$ cat src/hw/swt_params.svh
// Register offsets, field positions, reset values and timing counts of the wakeup timer
`ifndef SWT_PARAMS_SVH
`define SWT_PARAMS_SVH

// =====================================================================
// Register byte offsets
`define SWT_OFF_PORT_A      8'h00
`define SWT_OFF_KBD_SC      8'h04
`define SWT_OFF_KBD_EN      8'h08
`define SWT_OFF_MODE        8'h0C
`define SWT_OFF_STATUS      8'h10
`define SWT_OFF_CFG2        8'h78
`define SWT_OFF_CFG1        8'h7C
`define SWT_CFG2_INDEX      16'h001E
`define SWT_CFG1_INDEX      16'h001F

// =====================================================================
// Field positions
`define SWT_PA_WAKE_BIT     6
`define SWT_SC_PEND_BIT     3
`define SWT_SC_ACK_BIT      2
`define SWT_SC_MASK_BIT     1
`define SWT_EN_WAKE_BIT     6
`define SWT_CFG2_KEEP_BIT   1
`define SWT_CFG2_RSTPIN_BIT 0
`define SWT_CFG1_PERIOD_BIT 7
`define SWT_CFG1_SREC_BIT   3
`define SWT_MODE_STOP_BIT   0
`define SWT_MODE_WAIT_BIT   1
`define SWT_MODE_POR_BIT    2

// =====================================================================
// Reset values and masks
`define SWT_CFG_RESET       8'h00
`define SWT_PA_PIN_MASK     8'hBF
`define SWT_SC_RD_MASK      8'h0F

// =====================================================================
// Counts: wakeup periods in wake clock ticks, watchdog and recovery counts in clock cycles
`define SWT_WAKE_SHORT      16'h0200
`define SWT_WAKE_LONG       16'h4000
`define SWT_WDOG_SHORT      32'h0000_1FF0
`define SWT_WDOG_LONG       32'h0003_FFF0
`define SWT_REC_SHORT       16'h0020
`define SWT_REC_LONG        16'h1000

`endif

$ cat src/hw/swt_pkg.sv
// Types shared by the wakeup timer design
package swt_pkg;
  typedef struct packed {
    logic       cyc;
    logic       stb;
    logic       we;
    logic [7:0] adr;
    logic [3:0] sel;
    logic [31:0] dat;
  } swt_wb_req_type;

  typedef enum logic [1:0] {
    SWT_RUN,
    SWT_STOP,
    SWT_RECOVER
  } swt_state_type;
endpackage : swt_pkg

$ cat src/hw/swt_wakeup_timer.sv
// Stop-mode periodic wakeup timer with keypad status logic and write-once configuration
//
// Register access over Wishbone and the address map were decided locally.
`include "swt_params.svh"
`timescale 1ns/1ps
`default_nettype none

module swt_wakeup_timer
  import swt_pkg::*;
#(
  parameter int WAKE_W = 16,
  parameter int WDOG_W = 32
) (
  // Clock and reset
  input  wire logic        clk,
  input  wire logic        rst,
  // Wishbone slave
  input  wire logic        wb_cyc_i,
  input  wire logic        wb_stb_i,
  input  wire logic        wb_we_i,
  input  wire logic [7:0]  wb_adr_i,
  input  wire logic [3:0]  wb_sel_i,
  input  wire logic [31:0] wb_dat_i,
  output logic [31:0]      wb_dat_o,
  output logic             wb_ack_o,
  // Device context
  input  wire logic        stop_mode,
  input  wire logic        wait_mode,
  input  wire logic        power_on_reset,
  input  wire logic        wake_rc_oscillator,
  input  wire logic        doubled_bus_clock,
  input  wire logic        keypad_pin_request,
  input  wire logic        watchdog_service,
  input  wire logic [7:0]  port_a_pins,
  // Outputs toward the processor
  output logic             keypad_irq,
  output logic             stop_wake,
  output logic             main_clock_off,
  output logic             recovery_done,
  output logic             watchdog_timeout,
  output logic             wake_clock_select
);

  // ===================================================================
  // Bus decode
  swt_wb_req_type req;
  assign req = '{cyc: wb_cyc_i, stb: wb_stb_i, we: wb_we_i, adr: wb_adr_i,
                 sel: wb_sel_i, dat: wb_dat_i};

  wire logic access   = req.cyc && req.stb && !wb_ack_o;
  wire logic wr_lane0 = access && req.we && req.sel[0];
  wire logic hit_pa   = (req.adr == `SWT_OFF_PORT_A);
  wire logic hit_sc   = (req.adr == `SWT_OFF_KBD_SC);
  wire logic hit_en   = (req.adr == `SWT_OFF_KBD_EN);
  wire logic hit_md   = (req.adr == `SWT_OFF_MODE);
  wire logic hit_st   = (req.adr == `SWT_OFF_STATUS);
  wire logic hit_c2   = (req.adr == `SWT_OFF_CFG2);
  wire logic hit_c1   = (req.adr == `SWT_OFF_CFG1);

  // ===================================================================
  // Register state
  logic             wake_request_latch_reg;
  logic             pin_pending_reg;
  logic             irq_mask_reg;
  logic             wake_irq_enable_reg;
  logic [7:0]       cfg1_reg;
  logic [7:0]       cfg2_reg;
  logic             cfg1_locked_reg;
  logic             cfg2_locked_reg;
  logic             stop_prev_reg;
  logic             tick_prev_reg;
  logic [WAKE_W-1:0] wake_cnt_reg;
  logic [WAKE_W-1:0] rec_cnt_reg;
  logic [WDOG_W-1:0] wdog_cnt_reg;
  swt_state_type    state_reg;

  // ===================================================================
  // Configuration fields
  wire logic osc_keep_in_stop      = cfg2_reg[`SWT_CFG2_KEEP_BIT];
  wire logic period_select         = cfg1_reg[`SWT_CFG1_PERIOD_BIT];
  wire logic short_recovery_select = cfg1_reg[`SWT_CFG1_SREC_BIT];

  // ===================================================================
  // Wakeup generator
  wire logic stop_entry = stop_mode && !stop_prev_reg;
  wire logic src_clock  = osc_keep_in_stop ? doubled_bus_clock : wake_rc_oscillator;
  wire logic tick       = src_clock && !tick_prev_reg;
  wire logic gen_active = stop_mode && !wait_mode && wake_irq_enable_reg;
  wire logic [WAKE_W-1:0] wake_limit = period_select ? WAKE_W'(`SWT_WAKE_SHORT)
                                                     : WAKE_W'(`SWT_WAKE_LONG);
  wire logic overflow   = gen_active && tick && (wake_cnt_reg == wake_limit - 1'b1);

  wire logic [WAKE_W-1:0] wake_cnt_next =
    (stop_entry || !gen_active) ? '0 :
    overflow ? '0 : (tick ? wake_cnt_reg + 1'b1 : wake_cnt_reg);

  // ===================================================================
  // Keypad status and acknowledge
  wire logic ack_write = wr_lane0 && hit_sc && req.dat[`SWT_SC_ACK_BIT];
  wire logic set_wake  = overflow && wake_irq_enable_reg;
  wire logic wake_request_latch_next = set_wake ? 1'b1 :
                                       (ack_write ? 1'b0 : wake_request_latch_reg);
  wire logic pin_pending_next = keypad_pin_request ? 1'b1 :
                                (ack_write ? 1'b0 : pin_pending_reg);
  wire logic pending_flag = wake_request_latch_reg || pin_pending_reg;
  wire logic irq_next = pending_flag && !irq_mask_reg;

  // ===================================================================
  // Stop recovery and watchdog
  wire logic [WAKE_W-1:0] rec_limit = short_recovery_select ? WAKE_W'(`SWT_REC_SHORT)
                                                            : WAKE_W'(`SWT_REC_LONG);
  wire logic [WDOG_W-1:0] wdog_limit = period_select ? WDOG_W'(`SWT_WDOG_SHORT)
                                                     : WDOG_W'(`SWT_WDOG_LONG);
  wire logic wdog_clear = stop_mode || watchdog_service;

  swt_state_type state_next;
  always_comb begin
    state_next = state_reg;
    unique case (state_reg)
      SWT_RUN: begin
        if (stop_mode) begin
          state_next = SWT_STOP;
        end
      end
      SWT_STOP: begin
        if (stop_mode && irq_next) begin
          state_next = SWT_RECOVER;
        end else if (!stop_mode) begin
          state_next = SWT_RUN;
        end
      end
      SWT_RECOVER: begin
        if (rec_cnt_reg == rec_limit - 1'b1) begin
          state_next = SWT_RUN;
        end
      end
      default: begin
        state_next = SWT_RUN;
      end
    endcase
  end

  // ===================================================================
  // Read data
  wire logic [7:0] pa_rd = (port_a_pins & `SWT_PA_PIN_MASK)
                           | (8'(wake_request_latch_reg) << `SWT_PA_WAKE_BIT);
  wire logic [7:0] sc_rd = ((8'(pending_flag) << `SWT_SC_PEND_BIT)
                           | (8'(irq_mask_reg) << `SWT_SC_MASK_BIT)) & `SWT_SC_RD_MASK;
  wire logic [7:0] en_rd = 8'(wake_irq_enable_reg) << `SWT_EN_WAKE_BIT;
  wire logic [7:0] md_rd = (8'(stop_mode) << `SWT_MODE_STOP_BIT)
                           | (8'(wait_mode) << `SWT_MODE_WAIT_BIT)
                           | (8'(power_on_reset) << `SWT_MODE_POR_BIT);
  wire logic [7:0] st_rd = {6'h00, cfg2_locked_reg, cfg1_locked_reg};
  wire logic [7:0] rd_byte = hit_pa ? pa_rd : hit_sc ? sc_rd : hit_en ? en_rd :
                             hit_md ? md_rd : hit_st ? st_rd : hit_c2 ? cfg2_reg :
                             hit_c1 ? cfg1_reg : 8'h00;

  // ===================================================================
  // Configuration write-once
  wire logic c2_write = wr_lane0 && hit_c2 && !cfg2_locked_reg;
  wire logic c1_write = wr_lane0 && hit_c1 && !cfg1_locked_reg;

  // ===================================================================
  // Sequential logic
  always_ff @(posedge clk) begin
    if (rst) begin
      wb_ack_o               <= 1'b0;
      wb_dat_o               <= 32'h0000_0000;
      wake_request_latch_reg <= 1'b0;
      pin_pending_reg        <= 1'b0;
      irq_mask_reg           <= 1'b0;
      wake_irq_enable_reg    <= 1'b0;
      cfg1_reg               <= `SWT_CFG_RESET;
      cfg1_locked_reg        <= 1'b0;
      cfg2_locked_reg        <= 1'b0;
      stop_prev_reg          <= 1'b0;
      tick_prev_reg          <= 1'b0;
      wake_cnt_reg           <= '0;
      rec_cnt_reg            <= '0;
      wdog_cnt_reg           <= '0;
      state_reg              <= SWT_RUN;
      keypad_irq             <= 1'b0;
      stop_wake              <= 1'b0;
      main_clock_off         <= 1'b0;
      recovery_done          <= 1'b0;
      watchdog_timeout       <= 1'b0;
      wake_clock_select      <= 1'b0;
    end else begin
      wb_ack_o               <= access;
      wb_dat_o               <= {24'h00_0000, rd_byte};
      wake_request_latch_reg <= wake_request_latch_next;
      pin_pending_reg        <= pin_pending_next;
      stop_prev_reg          <= stop_mode;
      tick_prev_reg          <= src_clock;
      wake_cnt_reg           <= wake_cnt_next;
      state_reg              <= state_next;
      if (wr_lane0 && hit_sc) begin
        irq_mask_reg <= req.dat[`SWT_SC_MASK_BIT];
      end
      if (wr_lane0 && hit_en) begin
        wake_irq_enable_reg <= req.dat[`SWT_EN_WAKE_BIT];
      end
      if (c1_write) begin
        cfg1_reg        <= req.dat[7:0];
        cfg1_locked_reg <= 1'b1;
      end
      if (c2_write) begin
        cfg2_locked_reg <= 1'b1;
      end
      rec_cnt_reg <= (state_reg == SWT_RECOVER) ? rec_cnt_reg + 1'b1 : '0;
      wdog_cnt_reg <= wdog_clear ? '0 : wdog_cnt_reg + 1'b1;
      keypad_irq       <= irq_next;
      stop_wake        <= (state_reg == SWT_STOP) && stop_mode && irq_next;
      main_clock_off   <= stop_mode && !osc_keep_in_stop;
      recovery_done    <= (state_reg == SWT_RECOVER) && (state_next == SWT_RUN);
      watchdog_timeout <= !wdog_clear && (wdog_cnt_reg == wdog_limit - 1'b1);
      wake_clock_select <= osc_keep_in_stop;
    end
  end

  // Reset-pin bit survives ordinary resets; power-on clears it
  always_ff @(posedge clk) begin
    if (rst && power_on_reset) begin
      cfg2_reg <= `SWT_CFG_RESET;
    end else if (rst) begin
      cfg2_reg <= cfg2_reg & (8'h01 << `SWT_CFG2_RSTPIN_BIT);
    end else if (c2_write) begin
      cfg2_reg <= req.dat[7:0];
    end
  end

endmodule : swt_wakeup_timer

`default_nettype wire

$ cat config.mk
export PLATFORM = sky130hd
export DESIGN_NAME = swt_wakeup_timer
export DESIGN_NICKNAME = d
export VERILOG_FILES = /design/src/hw/swt_pkg.sv /design/src/hw/swt_wakeup_timer.sv
export VERILOG_INCLUDE_DIRS = /design/src /design/src/hw
export SDC_FILE = /design/constraint.sdc
export NUM_CORES = 1
export LEC_CHECK = 0
export ABC_AREA = 1
export BUFFER_PORTS_ARGS = -buffer_cell sky130_fd_sc_hd__clkbuf_2
export CAP_MARGIN = 0
export CORE_MARGIN = 3
export CORE_UTILIZATION = 55
export DETAILED_ROUTE_END_ITERATION = 7
export PLACE_DENSITY = 0.83
export SYNTH_ARGS = -nofsm -noshare
export SYNTH_HDL_FRONTEND = slang
export SYNTH_SLANG_ARGS = --single-unit
$ cat constraint.sdc
create_clock -name clk -period 2.2 [get_ports clk]
set_clock_uncertainty 0.1 [all_clocks]
set_input_delay 0.11 -clock clk [delete_from_list [all_inputs] [get_ports clk]]
set_output_delay 0.11 -clock clk [all_outputs]
set_load 0.01 [all_outputs]
# Yosys cells after proc, flatten, opt, wreduce, memory -nomap -nowiden
# Index checks and enable logic that the tools add are counted.
[word_totals]
output_inout_bits = 39
word_cells = 115
in_bits = 64
regBits = 129
[classes]
addsub = 6
eq_ne = 11
muxes = 19
bitwise = 6
n_reduce_logical = 49
[op_table]
columns = ["op", "n"]
rows = [
  ["$mux W8", 7],
  ["$add A16 B1 Y16 const B", 2],
  ["$add A32 B1 Y32 const B", 1],
  ["$eq A16 B16 Y1", 2],
  ["$eq A32 B32 Y1", 1],
  ["$logic_and A1 B1 Y1", 26],
  ["$sub A18 B1 Y19 const B", 1],
  ["$mux W18", 1],
  ["$eq A8 B4 Y1 const B", 2],
  ["$eq A8 B7 Y1 const B", 2],
  ["$sub A15 B1 Y16 const B", 1],
  ["$mux W15", 1],
  ["$sub A13 B1 Y14 const B", 1],
  ["$mux W13", 1],
  ["$logic_not A1 Y1", 10],
  ["$eq A8 B3 Y1 const B", 1],
  ["$eq A8 B5 Y1 const B", 1],
  ["$logic_not A8 Y1", 1],
  ["$mux W2", 4],
  ["$or A8 B7 Y8", 1],
  ["$pmux W2 S3", 1],
  ["$reduce_or A2 Y1", 3],
  ["$logic_not A2 Y1", 2],
  ["$mux W1", 4],
  ["other kinds (10)", 14],
]

# Longest topological paths before layout
# Gate-level depths: netlist of run 1.
[logic_depth]
word_depth = 8
depth_mapped = 10
mapped_depth_nobuf = 9

# Worst setup path before layout of run 1
# No wires, ideal clock.
[synth_timing]
path_type = "reg2reg"
start = "reg wake_cnt_reg[0]"
end = "reg wake_cnt_reg[6]"
setup_ns = 0.115
stages_incl_launch_ff = 10
t_required_ns = 1.985
path_buffers = 1
setup_slack_ns = 0.592
t_arrival_ns = 1.393
period_less_slack_ns = 1.608
path_cell_list = "dfxtp_1 -> ha_1 -> inv_1 -> nor2_2 -> nand3_4 -> nor2_4 -> nand3_2 -> nand2_4 -> buf_6 -> nor2_1"
[synth_via]
elab_chain_cells = 3
elab_cells_between_ends = 4
classes_between = "add/sub: 1; eq/ne: 1; reduce/logical: 2"
[synth_lines]
columns = ["item", "line", "source"]
rows = [
  ["start: declaration", "swt_wakeup_timer.sv:72", "logic [WAKE_W-1:0] wake_cnt_reg;"],
  ["start signal: assignment", "swt_wakeup_timer.sv:195", "wake_cnt_reg <= wake_cnt_next;"],
  ["parallel branches: the longest is 3 deep, another holds $add A16 B1 Y16", "-", ""],
]
# Several ways; the timed one is not identified.
# A chain may end at the register's enable or synchronous reset.

# Worst setup path after layout of run 1
[layout_timing]
start = "reg wb_ack_o"
end = "reg pin_pending_reg"
[layout_via]
elab_chain_cells = 7
[layout_lines]
columns = ["item", "line", "source"]
rows = [
  ["start: declaration", "swt_wakeup_timer.sv:25", "output logic wb_ack_o,"],
  ["start signal: assignment", "swt_wakeup_timer.sv:189", "wb_ack_o <= access;"],
  ["$logic_not A1 Y1", "swt_wakeup_timer.sv:50", "wire logic access = req.cyc && req.stb && !wb_ack_o;"],
  ["$logic_and A1 B1 Y1", "swt_wakeup_timer.sv:50", ""],
  ["$logic_and A1 B1 Y1 (2 in a row)", "swt_wakeup_timer.sv:51", "wire logic wr_lane0 = access && req.we && req.sel[0];"],
  ["$logic_and A1 B1 Y1 (2 in a row)", "swt_wakeup_timer.sv:99", "wire logic ack_write = wr_lane0 && hit_sc && req.dat[`SWT_SC_ACK_BIT];"],
  ["$reduce_bool A2 Y1 (no source line)", "-", ""],
  ["end signal: assignment", "swt_wakeup_timer.sv:192", "pin_pending_reg <= pin_pending_next;"],
  ["end: declaration", "swt_wakeup_timer.sv:63", "logic pin_pending_reg;"],
]
# Every way passes these cells.

==> flow_summary_export.csv, run 1 <==
group,metric,value,unit
global_routing,grt_usage,23.21,%
synthesis,syn-cell-area,5478,um2
worst_hold_path,worstHoldStart,"wb_adr_i[0]",
cells_and_area,fin_cells,1029,
detailed_routing,routed-via-count,5289,
clock_network,clock-root-buffer,"clkbuf_8",
placed_design,dp_cells,988,
clock_network,h-tree-depth,3,
clock_network,cts_setup_buffers,0,
synthesis,synthCells,817,
clock_network,insertion_delay,0.39,ns
detailed_routing,viasPerCell,5.140,
job,cap_violations,0,
timing,finalCriticalPeriod,1.985,ns
global_routing,grt_start_max_net_pins,20,
placed_design,gp_congestion,0.9272,
worst_setup_path,arrival,2.17,ns
timing,fmax,0.5037,GHz
timing,setup_viol,0,
placed_design,post-dp-hpwl,9311,um
clock_network,clockBufferDepth,2,
die,dieArea,11190,um2
detailed_routing,dr.pass1.iters,5,
worst_setup_path,endpoint_kind,"flip-flop",
cells_and_area,largest_reg_flops,32,
detailed_routing,routed_wl,13010,um
timing,tightest_slew,0.5260,ns
global_routing,grt_overflow_total,0,
cells_and_area,seq_area,2102,um2
clock_network,ctsHoldBuffers,24,
clock_network,cts_buffers,9,
global_routing,use_met1,29.38,%
synthesis,synth_edf_count,0,
placed_design,place.port_buffers,50,
die,die_h,105.8,um
worst_hold_path,worstHoldEndpoint,"wb_dat_o[1]",
cells_and_area,drive_above_1_share,11.90,%
global_routing,grt_antenna_before_repair,0,
synthesis,synth_top_family_by_area,"simple AND/OR/NAND/NOR gates",
worst_hold_path,worstHoldPathCells,6,
worst_setup_path,criticalPathCategory,"reg2reg",
worst_setup_path,reg2reg_from,"wb_ack_o",
die,initial_utilization,57.91,%
synthesis,ys_seq_area_share,38.37,%
power_and_ir_drop,p_leak,2.228,nW
die,dieWidth,105.8,um
global_routing,grt-busiest-layer,"met2",
synthesis,muxShareOfSynthArea,0,%
worst_setup_path,cp-start-kind,"flip-flop",
worst_setup_path,crit_fanout,5,
synthesis,yosys.area_share.xor_xnor,2.398,%
clock_network,ctsResizeCount,0,
synthesis,yosysMostFrequentCell,"nand2_1",
cells_and_area,final_net_count,961,
synthesis,synth_fa_ha_area_share,0.6852,%
synthesis,synth-simple-area-share,35.40,%
worst_setup_path,r2r_end,"pin_pending_reg",
clock_network,clkSinkCount,105,
synthesis,synthTopCellsByArea,"dfxtp_1 (38%), nand2_1 (13%), nor2_1 (8.2%)",
synthesis,ys_ff_latch,105,
cells_and_area,multi_input_area,2796,um2
synthesis,synth.largest_area_cell,"dfxtp_1",
synthesis,synth_warnings,0,
global_routing,grt_pass1_vias,4779,
die,ios,103,
timing,relSlewSlack,64.67,%
synthesis,syn-mean-instance-area,6.705,um2
synthesis,synth_compound_area_share,10.92,%
power_and_ir_drop,p_per_area,541.9,nW/um2
synthesis,synthArstFlopShare,0,%
timing,rsz0062_at_grt,"no",
global_routing,use_met3,5.083,%
timing,fin_crit_sh,90.23,%
synthesis,synthFlopType,"dfxtp_1",
detailed_routing,ant_nets,0,
die,core_area,9459,um2
clock_network,cts_tree,"yes",
synthesis,synth_commonest_cells,"nand2_1 (196), nor2_1 (119), dfxtp_1 (105), inv_1 (105), a21oi_1 (68)",
detailed_routing,drc,0,
cells_and_area,nFillCells,866,
die,rows,35,
global_routing,met2_usage,39.44,%
worst_setup_path,rrSetupSlack,0.21,ns
outcome,outcome,"finished clean",
synthesis,synth_top_area_share,38.37,%
timing,fin_tns_setup,0,ns
power_and_ir_drop,peakVddDrop,0.0004640,V
worst_setup_path,cp.required,2.39,ns
synthesis,ys_types,38,
timing,finalMaxSlewViolations,0,
detailed_routing,dr.first_iter.drc_count,296,
cells_and_area,area_growth,13.48,%
worst_hold_path,min_path_type,"in2reg",
clock_network,clkTransAtPathRegs,0.11,ns
global_routing,grt_pass1_wl,21420,um
detailed_routing,drt-wirelength-per-cell,12.64,um
worst_setup_path,r2r_cells,9,
cells_and_area,fin_util,65.71,%
timing,hold_viol,0,
==> final cells by class <==
type | count | share of cell area [%]
inverters | 112 | 6.763
clock inverters | 7 | 1.429
diodes | 1 | 0.04026
clock buffers | 9 | 1.993
well taps | 129 | 2.597
multi-input cells | 588 | 44.99
flip-flops and latches | 105 | 33.82
repair buffers | 78 | 8.374
==> critical path, cell delays in order, from the launching register on <==
cell	delay (ns)
dfxtp_1	0.33
nor2_1	0.12
nand2_1	0.11
nor2_4	0.19
inv_1	0.10
nor2_1	0.15
nand2_1	0.08
a21oi_1	0.11
dlygate4sd3_1	0.56
nor2_1	0.04
==> cells in the final DEF, fill, tap and decap left out, types with 8 or more instances in the layout <==
cell and n:
a21oi_1 68, clkbuf_2 50, clkbuf_8 9, conb_1 24, dfxtp_1 105, dlygate4sd3_1 24
inv_1 105, nand2_1 196, nand3_1 39, nand4_1 12, nor2_1 119, nor3_1 32
o21ai_0 34, xor2_1 8
==> per-stage QoR <==
| step | setup WS [ns] | total power, mW | hold slack (ns) | area (um2) |
|---|---|---|---|---|
| after floorplan | 0.5921 | 2.077 | 0.1059 | 5564 |
| final | 0.2148 | 3.368 | 0.04281 | 6216 |
| after CTS | 0.2543 | 3.382 | 0.02579 | 6213 |
| after global routing | 0.05555 | 3.474 | 0.08457 | 6213 |
| after global placement | 0.4872 | 2.103 | 0.2189 | 5761 |
| after detailed placement | 0.4376 | 2.105 | 0.2245 | 5761 |
==> routing by layer <==
| layer | routed length, um | vias to the layer above |
|---|---|---|
| met5 | 0 | - |
| li1 | - | 2715 |
| met2 | 6219 | 172 |
| met3 | 831 | 26 |
| met4 | 240 | 0 |
| met1 | 5714 | 2376 |
==> worst max path at each step <==
stage	from	endpoint	slack (ns)
after floorplan	wake_cnt_reg[0]	wake_cnt_reg[6]	0.59
after global placement	wake_cnt_reg[0]	wake_cnt_reg[11]	0.49
after detailed placement	wake_cnt_reg[0]	wake_cnt_reg[12]	0.44
after CTS	wb_ack_o	pin_pending_reg	0.25
after global routing	wb_ack_o	pin_pending_reg	0.06
final	wb_ack_o	pin_pending_reg	0.21
==> where the power goes <==
part | total (mW) | switching [mW] | leakage [nW] | internal (mW)
Clock | 1.27 | 0.720 | 0.103 | 0.548
Combinational | 0.185 | 0.112 | 1.28 | 0.0730
Sequential | 1.92 | 0.00600 | 0.847 | 1.91
Total | 3.37 | 0.839 | 2.23 | 2.53
==> kinds of logic after synthesis <==
family	Yosys count
compound gates	114
xor+xnor	15
fa+ha+maj	3
buf+inv	147
flops	105
other cells	1
simple gates	432
Note: power is estimated with default switching activity, not from simulation.
==> run 2: changes to the inputs <==
--- a/config.mk
+++ b/config.mk
@@ -6,13 +6,14 @@
 export SDC_FILE = /design/constraint.sdc
 export NUM_CORES = 1
 export LEC_CHECK = 0
-export ABC_AREA = 1
 export BUFFER_PORTS_ARGS = -buffer_cell sky130_fd_sc_hd__clkbuf_2
 export CAP_MARGIN = 0
+export CORE_ASPECT_RATIO = 0.7
 export CORE_MARGIN = 3
-export CORE_UTILIZATION = 55
+export CORE_UTILIZATION = 54
 export DETAILED_ROUTE_END_ITERATION = 7
 export PLACE_DENSITY = 0.83
+export SLEW_MARGIN = 5
 export SYNTH_ARGS = -nofsm -noshare
 export SYNTH_HDL_FRONTEND = slang
 export SYNTH_SLANG_ARGS = --single-unit
==> flow_summary_export.csv, run 2 <==
group,metric,value,unit
cells_and_area,antenna_cells,0,
detailed_routing,route.met2.wl,5055,um
synthesis,yosysMostFrequentCell,"dfxtp_1",
die,dieWidth,118.6,um
cells_and_area,drive_above_1_share,14.90,%
synthesis,synthCells,545,
synthesis,ys_ff_latch,105,
synthesis,synth_commonest_cells,"dfxtp_1 (105), nor2_1 (104), xor2_1 (32), nand3_1 (29), nand2_1 (26)",
timing,tightest_slew,0.6289,ns
global_routing,grt_overflow_total,0,
placed_design,dp_cells,709,
die,ios,103,
placed_design,place.port_buffers,50,
global_routing,grt_usage,21.64,%
clock_network,clock-root-buffer,"clkbuf_16",
clock_network,insertion_delay,0.34,ns
global_routing,grt_start_max_net_pins,39,
clock_network,clockBufferDepth,2,
worst_setup_path,worst_path_max_delay_cell,"nor3_1",
clock_network,cts_tree,"yes",
worst_setup_path,cp-start-kind,"flip-flop",
worst_setup_path,arrival,2.04,ns
worst_setup_path,worstPathCellList,"nand4_1 -> nor3_1 -> and3_1 -> xnor2_1 -> nor2_1",
detailed_routing,dr.pass1.iters,5,
die,dieArea,10060,um2
timing,finalCriticalPeriod,1.910,ns
timing,setup_viol,0,
cells_and_area,final_net_count,686,
cells_and_area,multi_input_area,2492,um2
die,initial_utilization,56.06,%
synthesis,synth.largest_area_cell,"dfxtp_1",
clock_network,ctsResizeCount,0,
timing,fmax,0.5237,GHz
synthesis,ys_seq_area_share,43.86,%
cells_and_area,nFillCells,712,
cells_and_area,fin_cells,744,
synthesis,synth_edf_count,0,
clock_network,clkSinkCount,105,
worst_setup_path,path_buf_inv,0,
global_routing,grt_pass1_wl,17780,um
cells_and_area,largest_reg_flops,32,
die,core_area,8548,um2
power_and_ir_drop,p_leak,2.060,nW
timing,fin_hold_ws,0.04101,ns
worst_setup_path,critPathMaxStageDelay,0.61,ns
timing,rsz0062_at_grt,"no",
detailed_routing,routed_wl,10730,um
detailed_routing,met3_length,797,um
synthesis,ys_types,57,
worst_hold_path,min_path_type,"in2reg",
detailed_routing,drt-wirelength-per-cell,14.43,um
detailed_routing,drc,0,
detailed_routing,wl_met1,4695,um
synthesis,synthFlopType,"dfxtp_1",
cells_and_area,fin_util,65.68,%
placed_design,post-dp-hpwl,7454,um
detailed_routing,routed-via-count,4120,
global_routing,grt_pass1_vias,3852,
worst_setup_path,cp.required,2.33,ns
power_and_ir_drop,peakVddDrop,0.0004731,V
clock_network,clkTransAtPathRegs,0.07,ns
cells_and_area,area_growth,17.15,%
job,cap_violations,0,
timing,hold_viol,0,
timing,fin_ws,0.2905,ns
cells_and_area,fin_area,5614,um2
die,rows,28,
cells_and_area,seq_area,2102,um2
worst_setup_path,cp_top_family,"simple AND/OR/NAND/NOR gates",
synthesis,synthArstFlopShare,0,%
clock_network,cts_buffers,9,
placed_design,placed_cell_area,5119,um2
detailed_routing,ant_nets,0,
detailed_routing,top_layer,"met4",
worst_setup_path,crit_fanout,5,
detailed_routing,dr.first_iter.drc_count,342,
power_and_ir_drop,p_per_area,660.7,nW/um2
detailed_routing,viasPerCell,5.538,
global_routing,grt_antenna_before_repair,0,
placed_design,gp_congestion,0.9284,
synthesis,synth_warnings,0,
synthesis,synth_top_area_share,43.86,%
clock_network,cts_setup_buffers,0,
timing,relSlewSlack,57.75,%
cells_and_area,layout_commonest_cell,"dfxtp_1",
cells_and_area,mostFrequentLayoutCells,"dfxtp_1 (105), nor2_1 (104), clkbuf_2 (50)",
outcome,outcome,"finished clean",
placed_design,place_worst_setup_slack,0.2929,ns
timing,fin_tns_setup,0,ns
timing,fin_crit_sh,86.80,%
worst_setup_path,endpoint_kind,"flip-flop",
synthesis,syn-cell-area,4792,um2
synthesis,syn-mean-instance-area,8.793,um2
timing,finalMaxSlewViolations,0,
synthesis,synthTopCellsByArea,"dfxtp_1 (44%), nor2_1 (8.1%), xor2_1 (5.8%)",
worst_setup_path,criticalPathCategory,"reg2reg",
clock_network,ctsHoldBuffers,19,
clock_network,h-tree-depth,3,
worst_setup_path,rrSetupSlack,0.29,ns
power_and_ir_drop,power,3.709,mW
die,die_h,84.82,um
[run 2: changes by cell type in the layout (fill, tap and decap cells not counted), moves of 8 or more]
cell,before,now
a21oi_1,68,14
mux2i_1,0,19
nand3_1,39,29
nand2_1,196,26
clkbuf_8,9,1
xnor2_1,7,22
clkbuf_16,0,9
nor3_1,32,15
inv_1,105,11
nor2_1,119,104
xor2_1,8,32
o21ai_0,34,11
nor4_1,1,16
[run 2: where the power goes]
group | switching (mW) | leakage [nW] | internal [mW]
registers | 0.00545 | 0.847 | 1.91
logic | 0.108 | 1.06 | 0.0735
clock network | 0.696 | 0.153 | 0.917
total | 0.809 | 2.06 | 2.90
[run 2: path summary, 6_finish.rpt]
| path | start | end | cells past startpoint |
|---|---|---|---|
| setup reg to reg | wdog_cnt_reg[5] | wdog_cnt_reg[11] | 5 |
| hold / removal | power_on_reset | cfg2_reg[0] | 4 |
| hold reg to reg | state_reg[1] | state_reg[0] | 1 |
| setup / recovery | wdog_cnt_reg[5] | wdog_cnt_reg[11] | 5 |
[run 2: area by class of cell]
cell class	instances	area share, %
multi-input cells	412	44.39
flip-flops and latches	105	37.44
repair buffers	80	9.316
clock buffers	10	4.257
well taps	120	2.674
clock inverters	6	1.181
inverters	11	0.7355
[run 2: layer usage]
metal | global-route usage, % | up-vias
met2 | 36.13 | 167
met3 | 5.796 | 18
met5 | 0 | -
li1 | - | 1999
met1 | 27.47 | 1936
met4 | 7.150 | 0
[run 2: logic make-up after synthesis]
group	Yosys count	share of synthesized area, %
adder cells (fa/ha/maj)	3	0.7834
XOR/XNOR	54	9.869
AND/OR/NAND/NOR	260	28.04
multiplexers	25	5.378
AO/OA/AOI/OAI	46	6.058
other	1	0.07825
buffers and inverters	51	5.927
flip-flops	105	43.86
[run 2: worst min-delay path, cell delays in order]
cell and delay, ns:
clkbuf_2 0.11, nand2_1 0.07, o211ai_1 0.08, o21ai_0 0.08
